File: config.mk
export PLATFORM = sky130hd
export DESIGN_NAME = spisr_core
export DESIGN_NICKNAME = d
export VERILOG_FILES = /design/src/shared/spisr_pkg.sv /design/src/hdl/spisr_baud_div.sv /design/src/hdl/spisr_core.sv
export SDC_FILE = /design/constraint.sdc
export NUM_CORES = 1
export LEC_CHECK = 0
export BUFFER_PORTS_ARGS = -buffer_cell sky130_fd_sc_hd__buf_4
export CAP_MARGIN = 20
export CORE_MARGIN = 2
export CORE_UTILIZATION = 35
export DETAILED_ROUTE_END_ITERATION = 8
export PLACE_DENSITY = 0.58
export SLEW_MARGIN = 20
export SYNTH_ARGS = -nofsm -noshare
export SYNTH_HDL_FRONTEND = slang
export SYNTH_SLANG_ARGS = --single-unit
File: constraint.sdc
create_clock -name core_clk -period 2.55 [get_ports core_clk]
set_input_delay 0.255 -clock core_clk [delete_from_list [all_inputs] [get_ports core_clk]]
set_output_delay 0.255 -clock core_clk [all_outputs]
set_load 0.005 [all_outputs]
File: src/shared/spisr_pkg.sv
// Constants and state type of the serial port status and data register block
package spisr_pkg;

	localparam int ADDR_W = 8;

	// Register indices; byte address is four times the index
	localparam logic [ADDR_W-3:0] IDX_CTRL = 6'h10;
	localparam logic [ADDR_W-3:0] IDX_STAT = 6'h11;
	localparam logic [ADDR_W-3:0] IDX_DATA = 6'h12;

	// Control register fields
	localparam int CTL_RXIE = 7;
	localparam int CTL_MSTR = 5;
	localparam int CTL_EN   = 1;
	localparam int CTL_TXIE = 0;

	// Status and control register fields
	localparam int ST_RXF    = 7;
	localparam int ST_ERROR_IRQ_ENABLE  = 6;
	localparam int ST_OVF    = 5;
	localparam int ST_MODE_FAULT_FLAG   = 4;
	localparam int ST_TXE    = 3;
	localparam int ST_MODE_FAULT_DETECT_ENABLE = 2;
	localparam int ST_RATE   = 0;

	localparam logic [7:0] CTL_RESET  = 8'h20;
	localparam logic [7:0] STAT_RESET = 8'h08;
	localparam logic [2:0] LAST_BIT   = 3'h7;

	// Master baud divisor per rate code
	localparam logic [7:0] BD_00 = 8'h02;
	localparam logic [7:0] BD_01 = 8'h08;
	localparam logic [7:0] BD_10 = 8'h20;
	localparam logic [7:0] BD_11 = 8'h80;

	typedef enum logic [1:0] {
		ST_IDLE = 2'b01,
		ST_XFER = 2'b10
	} spisr_mode_t;

	typedef struct packed {
		spisr_mode_t st;
		logic        rx_ie;
		logic        master;
		logic        en;
		logic        tx_ie;
		logic        err_ie;
		logic        mode_fault_detect_enable;
		logic [1:0]  rate;
		logic        rx_full;
		logic        ovf;
		logic        mode_fault_flag;
		logic        tx_empty;
		logic        rx_arm;
		logic        ovf_arm;
		logic        mode_fault_flag_arm;
		logic [7:0]  shift;
		logic        rx_bit;
		logic [2:0]  bit_cnt;
		logic        sclk;
		logic        ss_prev;
		logic        sclk_in_prev;
		logic        sclk_oe;
		logic        mosi_oe;
		logic        miso_oe;
		logic        ss_owned;
		logic        irq;
		logic        pready;
		logic        pslverr;
		logic [7:0]  prdata;
	} spisr_state_t;

endpackage

File: src/hdl/spisr_baud_div.sv
// Master baud tick generator: one pulse every divisor cycles
`timescale 1ns/1ns
module spisr_baud_div
(
	input  wire logic       core_clk,
	input  wire logic       reset,
	input  wire logic       run,
	input  wire logic [1:0] rate,
	output logic            tick
);

	logic [7:0] div;
	logic [7:0] cnt_reg;
	logic [7:0] cnt_next;

	// Half serial period equals the divisor, so a full period is twice it
	always_comb
	begin
		unique case (rate)
			2'b00: div = spisr_pkg::BD_00;
			2'b01: div = spisr_pkg::BD_01;
			2'b10: div = spisr_pkg::BD_10;
			2'b11: div = spisr_pkg::BD_11;
		endcase
		tick = run && (cnt_reg == 8'h00);
		if (!run || tick)
			cnt_next = div - 8'h01;
		else
			cnt_next = cnt_reg - 8'h01;
	end

	always_ff @(posedge core_clk or posedge reset)
	begin
		if (reset)
			cnt_reg <= 8'h00;
		else
			cnt_reg <= cnt_next;
	end

endmodule

File: src/hdl/spisr_core.sv
// Serial port status, baud select and data registers with byte shifter
//
// Functional notes
// - Completed received byte sets receiver-full flag
// - Receiver-full with enable raises interrupt request
// - Receiver-full clears: status read, then data read
// - Error enable gates overflow and mode-fault interrupts
// - Overflow keeps stored byte, drops new byte
// - Overflow clears: status read, then data read
// - Slave: select rising mid-transfer sets mode fault
// - Master: select low sets mode fault
// - Mode fault clears: status read, control write
// - Transmit hand-off sets transmitter-empty, may interrupt
// - Data write clears transmitter-empty; reset sets it
// - Mode-fault enable permits set, never clears flag
// - Master without detection releases select pin
// - Slave always owns select pin as input
// - Rate code selects divisor 2, 8, 32, 128
// - Serial clock is base clock over twice divisor
// - Separate transmit and receive data, not reset
// - Receive enable gates receiver-full interrupt
// - Transmit enable gates transmitter-empty interrupt
// - Slave only when master bit low, select low
//
// Decided for this implementation: the APB slave port.
`timescale 1ns/1ns
module spisr_core
(
	input  wire logic        core_clk,
	input  wire logic        reset,
	input  wire logic        psel,
	input  wire logic        penable,
	input  wire logic        pwrite,
	input  wire logic [7:0]  paddr,
	input  wire logic [31:0] pwdata,
	output logic [31:0]      prdata,
	output logic             pready,
	output logic             pslverr,
	input  wire logic        ss_n_in,
	input  wire logic        sclk_in,
	input  wire logic        mosi_in,
	input  wire logic        miso_in,
	output logic             sclk_out,
	output logic             sclk_oe,
	output logic             mosi_out,
	output logic             mosi_oe,
	output logic             miso_out,
	output logic             miso_oe,
	output logic             ss_owned,
	output logic             irq
);

	spisr_pkg::spisr_state_t r;
	spisr_pkg::spisr_state_t n;

	logic [7:0] rx_data_reg;
	logic [7:0] tx_data_reg;
	logic [7:0] rx_byte;
	logic [7:0] rd_mux;
	logic       rx_load;
	logic       tx_wr;
	logic       tick;
	logic       acc;
	logic       xfer;
	logic       is_ctrl;
	logic       is_stat;
	logic       is_data;
	logic       m_mode;
	logic       s_mode;
	logic       rise;
	logic       fall;
	logic       ss_rise;
	logic       ss_fall;

	spisr_baud_div u_baud
	(
		.core_clk (core_clk),
		.reset    (reset),
		.run      (r.st == spisr_pkg::ST_XFER && m_mode),
		.rate     (r.rate),
		.tick     (tick)
	);

	always_comb
	begin
		n       = r;
		rx_load = 1'b0;
		tx_wr   = 1'b0;
		rx_byte = 8'h00;
		rise    = 1'b0;
		fall    = 1'b0;
		rd_mux  = 8'h00;

		acc     = psel && penable;
		// One wait state: the access phase always takes two cycles
		xfer    = acc && r.pready;
		is_ctrl = paddr == {spisr_pkg::IDX_CTRL, 2'b00};
		is_stat = paddr == {spisr_pkg::IDX_STAT, 2'b00};
		is_data = paddr == {spisr_pkg::IDX_DATA, 2'b00};
		m_mode  = r.en && r.master;
		s_mode  = r.en && !r.master;
		ss_rise = !r.ss_prev && ss_n_in;
		ss_fall = r.ss_prev && !ss_n_in;

		if (is_ctrl)
		begin
			rd_mux[spisr_pkg::CTL_RXIE] = r.rx_ie;
			rd_mux[spisr_pkg::CTL_MSTR] = r.master;
			rd_mux[spisr_pkg::CTL_EN]   = r.en;
			rd_mux[spisr_pkg::CTL_TXIE] = r.tx_ie;
		end
		else if (is_stat)
		begin
			rd_mux[spisr_pkg::ST_RXF]    = r.rx_full;
			rd_mux[spisr_pkg::ST_ERROR_IRQ_ENABLE]  = r.err_ie;
			rd_mux[spisr_pkg::ST_OVF]    = r.ovf;
			rd_mux[spisr_pkg::ST_MODE_FAULT_FLAG]   = r.mode_fault_flag;
			rd_mux[spisr_pkg::ST_TXE]    = r.tx_empty;
			rd_mux[spisr_pkg::ST_MODE_FAULT_DETECT_ENABLE] = r.mode_fault_detect_enable;
			rd_mux[spisr_pkg::ST_RATE+:2] = r.rate;
		end
		else if (is_data)
			rd_mux = rx_data_reg;

		n.pready  = acc && !r.pready;
		n.pslverr = acc && !r.pready && !(is_ctrl || is_stat || is_data);
		n.prdata  = (acc && !r.pready && !pwrite) ? rd_mux : 8'h00;

		// Arming uses the value the software actually saw on the bus
		if (xfer && !pwrite && is_stat)
		begin
			n.rx_arm   = r.prdata[spisr_pkg::ST_RXF];
			n.ovf_arm  = r.prdata[spisr_pkg::ST_OVF];
			n.mode_fault_flag_arm = r.prdata[spisr_pkg::ST_MODE_FAULT_FLAG];
		end

		if (xfer && !pwrite && is_data)
		begin
			if (r.rx_arm)
			begin
				n.rx_full = 1'b0;
				n.rx_arm  = 1'b0;
			end
			if (r.ovf_arm)
			begin
				n.ovf     = 1'b0;
				n.ovf_arm = 1'b0;
			end
		end

		if (xfer && pwrite && is_ctrl)
		begin
			n.rx_ie  = pwdata[spisr_pkg::CTL_RXIE];
			n.master = pwdata[spisr_pkg::CTL_MSTR];
			n.en     = pwdata[spisr_pkg::CTL_EN];
			n.tx_ie  = pwdata[spisr_pkg::CTL_TXIE];
			if (r.mode_fault_flag_arm)
			begin
				n.mode_fault_flag     = 1'b0;
				n.mode_fault_flag_arm = 1'b0;
			end
		end

		if (xfer && pwrite && is_stat)
		begin
			n.err_ie = pwdata[spisr_pkg::ST_ERROR_IRQ_ENABLE];
			n.mode_fault_detect_enable = pwdata[spisr_pkg::ST_MODE_FAULT_DETECT_ENABLE];
			n.rate   = pwdata[spisr_pkg::ST_RATE+:2];
		end

		if (xfer && pwrite && is_data)
		begin
			tx_wr      = 1'b1;
			n.tx_empty = 1'b0;
		end

		// Fault detection comes after the bus so a set beats a clear
		if (m_mode && r.mode_fault_detect_enable && !ss_n_in)
			n.mode_fault_flag = 1'b1;
		if (s_mode && r.mode_fault_detect_enable && ss_rise && r.st == spisr_pkg::ST_XFER)
			n.mode_fault_flag = 1'b1;

		unique case (r.st)
			spisr_pkg::ST_IDLE:
			begin
				if ((m_mode && !r.tx_empty && !r.mode_fault_flag) || (s_mode && ss_fall))
				begin
					n.st      = spisr_pkg::ST_XFER;
					n.shift   = tx_data_reg;
					n.bit_cnt = 3'h0;
					n.sclk    = 1'b0;
					if (!r.tx_empty)
						n.tx_empty = 1'b1;
				end
			end
			spisr_pkg::ST_XFER:
			begin
				// A raised select drops the slave out mid-byte
				if (!r.en || (m_mode && r.mode_fault_flag) || (s_mode && ss_n_in))
				begin
					n.st   = spisr_pkg::ST_IDLE;
					n.sclk = 1'b0;
				end
				else
				begin
					if (m_mode)
					begin
						rise = tick && !r.sclk;
						fall = tick && r.sclk;
						if (tick)
							n.sclk = !r.sclk;
					end
					else
					begin
						rise = sclk_in && !r.sclk_in_prev;
						fall = !sclk_in && r.sclk_in_prev;
					end
					if (rise)
						n.rx_bit = m_mode ? miso_in : mosi_in;
					if (fall)
					begin
						n.shift   = {r.shift[6:0], r.rx_bit};
						n.bit_cnt = r.bit_cnt + 3'h1;
						if (r.bit_cnt == spisr_pkg::LAST_BIT)
						begin
							n.st    = spisr_pkg::ST_IDLE;
							rx_byte = {r.shift[6:0], r.rx_bit};
							// A pending data read in this cycle frees the register
							if (n.rx_full)
								n.ovf = 1'b1;
							else
							begin
								rx_load   = 1'b1;
								n.rx_full = 1'b1;
							end
						end
					end
				end
			end
			default:
			begin
				n.st = spisr_pkg::ST_IDLE;
			end
		endcase

		n.ss_prev      = ss_n_in;
		n.sclk_in_prev = sclk_in;
		n.sclk_oe      = n.en && n.master && !n.mode_fault_flag;
		n.mosi_oe      = n.en && n.master && !n.mode_fault_flag;
		n.miso_oe      = n.en && !n.master && !ss_n_in;
		n.ss_owned     = n.en && (!n.master || n.mode_fault_detect_enable);
		n.irq          = (n.rx_full && n.rx_ie)
		               || (n.tx_empty && n.tx_ie)
		               || (n.err_ie && (n.ovf || n.mode_fault_flag));
	end

	always_ff @(posedge core_clk or posedge reset)
	begin
		if (reset)
		begin
			r              <= '0;
			r.st           <= spisr_pkg::ST_IDLE;
			r.master       <= spisr_pkg::CTL_RESET[spisr_pkg::CTL_MSTR];
			r.tx_empty     <= spisr_pkg::STAT_RESET[spisr_pkg::ST_TXE];
			r.ss_prev      <= 1'b1;
		end
		else
			r <= n;
	end

	// Data registers keep their contents through reset
	always_ff @(posedge core_clk)
	begin
		if (rx_load)
			rx_data_reg <= rx_byte;
		if (tx_wr)
			tx_data_reg <= pwdata[7:0];
	end

	assign prdata   = {24'h000000, r.prdata};
	assign pready   = r.pready;
	assign pslverr  = r.pslverr;
	assign sclk_out = r.sclk;
	assign sclk_oe  = r.sclk_oe;
	assign mosi_out = r.shift[7];
	assign mosi_oe  = r.mosi_oe;
	assign miso_out = r.shift[7];
	assign miso_oe  = r.miso_oe;
	assign ss_owned = r.ss_owned;
	assign irq      = r.irq;
endmodule

After elaboration in Yosys (flattened, before gate mapping)
Cells that the tools add are included.
{"block": "op_classes", "add_sub_neg": 3, "multipliers": 0, "div_mod_pow": 0, "n_lt_le_gt_ge": 0, "eq_ne": 16, "n_shift": 0, "muxes": 63, "bitwise": 4, "n_reduce_logical": 73}
{"operator": "two-way mux 8 bit", "count": 6}
{"operator": "logical AND 1 bit", "count": 40}
{"operator": "two-way mux 1 bit", "count": 35}
{"operator": "one-hot mux 8 bit (4 select lines)", "count": 1}
{"operator": "== test 8 x 7 -> 1 bit (second input constant)", "count": 3}
{"operator": "two-way mux 2 bit", "count": 11}
{"operator": "one-hot mux 8 bit (2 select lines)", "count": 1}
{"operator": "subtractor 8 x 1 -> 8 bit (second input constant)", "count": 2}
{"operator": "zero test 1 bit", "count": 15}
{"operator": "two-way mux 12 bit", "count": 1}
{"operator": "two-way mux 4 bit", "count": 3}
{"operator": "logical OR 1 bit", "count": 10}
{"operator": "two-way mux 3 bit", "count": 3}
{"operator": "zero test 8 bit", "count": 1}
{"operator": "one-hot mux 4 bit (2 select lines)", "count": 1}
{"operator": "AND reduction 4 bit", "count": 2}
{"operator": "== test 2 bit (second input constant)", "count": 3}
{"operator": "inequality test 3 x 1 -> 1 bit (second input constant)", "count": 2}
{"operator": "inequality test 3 x 2 -> 1 bit (second input constant)", "count": 2}
{"operator": "AND reduction 3 bit", "count": 2}
{"operator": "== test 2 x 1 -> 1 bit (second input constant)", "count": 2}
{"operator": "inequality test 2 bit (second input constant)", "count": 2}
{"operator": "inverter 1 bit", "count": 4}
{"operator": "one-hot mux 2 bit (2 select lines)", "count": 1}
{"operator": "6 further kinds", "count": 6}
{"block": "totals", "register_bits": 70, "latchBits": 0, "ramBits": 0, "romBits": 0, "elab_cells": 190, "memories": 0}

Logic depth before layout (Yosys ltp)
{"block": "logic_depth", "depth_word": 13, "depth_mapped": 8, "mapped_depth_nobuf": 7}

By module
From an unflattened synthesis, not the netlist that was laid out.
{"block": "unflattened", "cells_unflattened": 322, "hier_area_um2": 3382.0}
{"mod": "spisr_core", "instances": 1, "cells_each": 278, "area_each_um2": 2945.3}
{"mod": "spisr_baud_div", "instances": 1, "cells_each": 44, "area_each_um2": 436.7}

Worst setup path after synthesis
Ideal clock, no wire load.
{"block": "synth_path", "kind": "register to register", "start": "reg r[43] (netlist name)", "end": "reg rx_data_reg[0], enable pin", "setup_ps": 309, "arrival_ps": 1819, "required_time_ps": 2241, "slack_ps": 422, "path_stages_with_launch": 7, "period_less_slack_ps": 2128, "cell_sequence": "dfstp_2 -> buf_4 -> and4b_1 -> nand4_4 -> a21oi_1 -> clkbuf_2 -> and2b_2"}
{"block": "synth_between", "elab_chain_len": 10}
{"item": "start: declaration", "line_no": "spisr_core.sv:53", "source": "spisr_pkg::spisr_state_t r;"}
{"item": "start signal: assignment", "line_no": "spisr_core.sv:268", "source": "r <= n;"}
{"item": "logical AND 1 bit", "line_no": "spisr_core.sv:100", "source": "m_mode = r.en && r.master;"}
{"item": "logical AND 1 bit", "line_no": "spisr_core.sv:79", "source": ".run (r.st == spisr_pkg::ST_XFER && m_mode),"}
{"item": "logical AND 1 bit", "line_no": "spisr_baud_div.sv:25", "source": "tick = run && (cnt_reg == 8'h00);"}
{"item": "logical AND 1 bit", "line_no": "spisr_core.sv:209", "source": "fall = tick && r.sclk;"}
{"item": "two-way mux 1 bit", "line_no": "spisr_core.sv:206", "source": "if (m_mode)"}
{"item": "two-way mux 1 bit", "line_no": "spisr_core.sv:199", "source": "if (!r.en || (m_mode && r.mode_fault_flag) || (s_mode && ss_n_in))"}
{"item": "two-way mux 1 bit", "line_no": "spisr_core.sv:183", "source": "unique case (r.st)"}
{"item": "two-way mux 1 bit", "line_no": "spisr_core.sv:220", "source": "if (fall)"}
{"item": "two-way mux 1 bit (*)", "line_no": "spisr_core.sv:199"}
{"item": "two-way mux 1 bit (*)", "line_no": "spisr_core.sv:183"}
{"item": "via rx_load", "line_no": "spisr_core.sv:60", "source": "logic rx_load;"}
{"item": "end signal: assignment", "line_no": "spisr_core.sv:275", "source": "rx_data_reg <= rx_byte;"}
{"item": "end: declaration", "line_no": "spisr_core.sv:56", "source": "logic [7:0] rx_data_reg;"}
Mark *: on every way through the listed nets, which the timed path passes. The rest lies on a longest branch. The select of a mux whose other input is x is not followed.
A chain may end at the register's enable or synchronous reset.

Final worst setup path
{"block": "layout_path", "start": "reg r[43] (netlist name)", "end": "reg u_baud.cnt_reg[6]"}
{"block": "layout_between", "elab_chain_len": 5}
{"item": "logical AND 1 bit (*)", "line_no": "spisr_core.sv:100"}
{"item": "logical AND 1 bit (*)", "line_no": "spisr_core.sv:79"}
{"item": "zero test 1 bit / logical AND 1 bit (equally long branches)", "line_no": "spisr_baud_div.sv:26, spisr_baud_div.sv:25"}
{"item": "logical OR 1 bit (*)", "line_no": "spisr_baud_div.sv:26", "source": "if (!run || tick)"}
{"item": "two-way mux 8 bit (*)", "line_no": "spisr_baud_div.sv:26"}
{"item": "via u_baud.cnt_next[6]", "line_no": "spisr_baud_div.sv:14", "source": "logic [7:0] cnt_next;"}
{"item": "end signal: assignment", "line_no": "spisr_baud_div.sv:37", "source": "cnt_reg <= cnt_next;"}
{"item": "end: declaration", "line_no": "spisr_baud_div.sv:13", "source": "logic [7:0] cnt_reg;"}
Mark *: on every way through the listed nets, which the timed path passes. The rest lies on a longest branch.

==> reports/metrics.cfg <==
[status]
status = completed

[setup_path]
path_cells = and4b_1, a21boi_1, a21oi_1, ha_1, and4_1, a211oi_1
worstSetupPathType = reg2reg
rrSetupSlack_ns = 0.33
crit_family = flip-flops
cp_max_fo = 9
arrival_ns = 2.47
worstReg2RegEnd = u_baud.cnt_reg[6]
worstSetupStartpointType = flop
r2r-start = r[43]
r2r_cells = 6
slowest_stage = dfstp_2
crit_cells = 6
max_stage_delay_ns = 0.64
required_ns = 2.79
crit_buf_inv = 0
critPathCaptureType = flop

[grt]
track_usage_pct = 14.25
grt_start_max_net_pins = 24
grt_pass1_wl_mm = 12.19
grt-ovfl-total = 0
grt_pass1_vias = 2361
antenna_found_initial = 0

[final_layout]
n_antenna_cell = 0
fin_cells = 504
final_common_cell = buf_4
post-route-util_pct = 41.83
synthToLayoutAreaGrowth_pct = 15.93
final_cell_mix = buf_4 (55), dfrtp_1 (50), nand2_1 (24), conb_1 (24), nor2_1 (22)
nets = 418
regMostFlops = r
drive_gt1_share_pct = 26.15
largest_register_ffs = 30

[die]
fp-row-count = 36
io_pins = 91
start_util_pct = 36.09
die_h_um = 104.4
dieArea_um2 = 10900
core_area_um2 = 9774
die_w_um = 104.4

[pwr]
p_per_area_nw_per_um2 = 535.0
p_leak_nw = 1.822
ir_worst_vdd_mv = 0.3431

[routing]
drt_wl_total_mm = 7.315
vias_per_cell = 4.806
detail-route-antenna-nets = 0
dr.pass1.iters = 4
routedWlPerCell_um = 14.51
drt_iter0_markers = 93
drc = 0
vias = 2422

[clock_tree]
htreeDepth = 3
clock_latency_ns = 0.34
clock_sinks = 70
cts_tree = built
clkTransAtPathRegs_ns = 0.08
clock_path_buffers = 2
root_buffer = clkbuf_8
cts_buffers = 9
cts_setup_buffers = 0

[logic_synthesis]
async_flop_share_pct = 77.14
yosysTopAreaCell = dfrtp_1
synth-main-ff-cell = dfrtp_1
yosys_warnings = 0
synth-seq-cells = 70
synth.area.top_cells = dfrtp_1 (35%), edfxtp_1 (14%), buf_4 (7.9%), mux2i_1 (3.1%), dfstp_2 (3.0%)
synth_cell_types = 59
syn_inst = 319
seq_area_frac_synth_pct = 52.08
netlist.area_leader.share_pct = 35.47
synth_edf_count = 16
syn_area_um2 = 3527
synth_area_per_cell_um2 = 11.06

[place]
placed_cells = 486
dp_worst_setup_slack_ns = 0.3078
io_buffer_count = 42
gp_congestion = 0.8270
dp_hpwl_mm = 5.522

[worst_hold_path]
holdPathStages = 1
worstHoldStart = sclk_in
min_to = r[15]
worstHoldPathType = in2reg

[timing]
period_minus_slack_ns = 2.223
fin_tns_setup_ns = 0
timing.final.ws_setup_ns = 0.3273
skew_ns = 0.008322
period_share_pct = 87.16
maxSlewViolCount = 0
setup_viol = 0
timing.fmax_ghz = 0.4499
fin_hold_ws_ns = 0.03986
rsz0062_at_grt = false
hold_violations = 0

[job]
maxCapViolations = 0

## report_power, final
part	internal, W	switching, W
clock	0.000462	0.000448
sequential	0.00115	0.00000774
combinational	0.0000511	0.0000663
## final cells by class
class / count / area (um2)
fill: 965 / 5685
sequential: 70 / 1837
multi-input combinational: 216 / 1411
timing repair buffer: 57 / 427.9
tap: 133 / 166.4
clock buffer: 9 / 123.9
clock inverter: 7 / 77.57
inverter: 12 / 45.04
## cells by family (layout without fill, tap and decap cells)
logic type                 after synthesis  after routing  synth area share [%]
and+or+nand+nor                        103            103                 17.70
adders and majority gates                3              3                 1.064
AOI/OAI and AO/OA                       67             67                 13.30
muxes                                   15             15                 4.399
other                                    1             24                0.1063
buffers and inverters                   56             85                 10.36
DFF                                     70             70                 52.08
xor gates and xnor gates                 4              4                0.9934
## cells in the mapped netlist (2+ instances only)
cell        n
a21oi_1    14
a22oi_1     5
buf_6       2
nand3_1     4
nand4_1     4
and2_1     10
inv_1      12
nand4b_1    2
buf_4      37
and2b_2     2
a31oi_1     8
o21a_1      5
o31ai_1     2
nand2b_1    4
a211oi_1    6
nor3_1      9
nand2_1    24
o2bb2ai_1   2
dfstp_2     4
mux2_2      4
edfxtp_1   16
xnor2_1     2
nor2b_1     4
mux2i_1    11
nor3b_1     2
ha_1        3
nand3b_1    2
nor4_4      3
xor2_1      2
clkbuf_1    3
dfrtp_1    50
or2_2       2
o21ai_0    11
and4_1      2
nor2_1     22
## metrics by stage
stage | area (um2) | power, W
finish | 4089 | 0.002187
global route | 4089 | 0.002281
CTS | 4084 | 0.002223
detailed placement | 3872 | 0.001301
global placement | 3872 | 0.001298
floorplan | 3613 | 0.001271
## timing repair
action | 4_1_cts | 5_1_grt
hold buffers | 1 | 0
hold endpoints to repair | 15 | 0
resized for setup | 0 | 0
## worst max-delay path by stage
stage               slack (ns)           endpoint   from
floorplan                 0.42     rx_data_reg[0]  r[43]
global placement          0.35  u_baud.cnt_reg[4]  r[43]
detailed placement        0.31  u_baud.cnt_reg[6]  r[43]
CTS                       0.31  u_baud.cnt_reg[6]  r[43]
global route              0.12  u_baud.cnt_reg[6]  r[43]
finish                    0.33  u_baud.cnt_reg[6]  r[43]
## metal layers
layer	vias to the layer above	share of wire (%)	track usage, %
met3	6	4.3	4.511
li1	1183	-	-
met5	-	0	0
met1	1180	44	18.03
met4	0	0.81	2.606
met2	53	51	24.09
(Power assumes the default switching activity.)
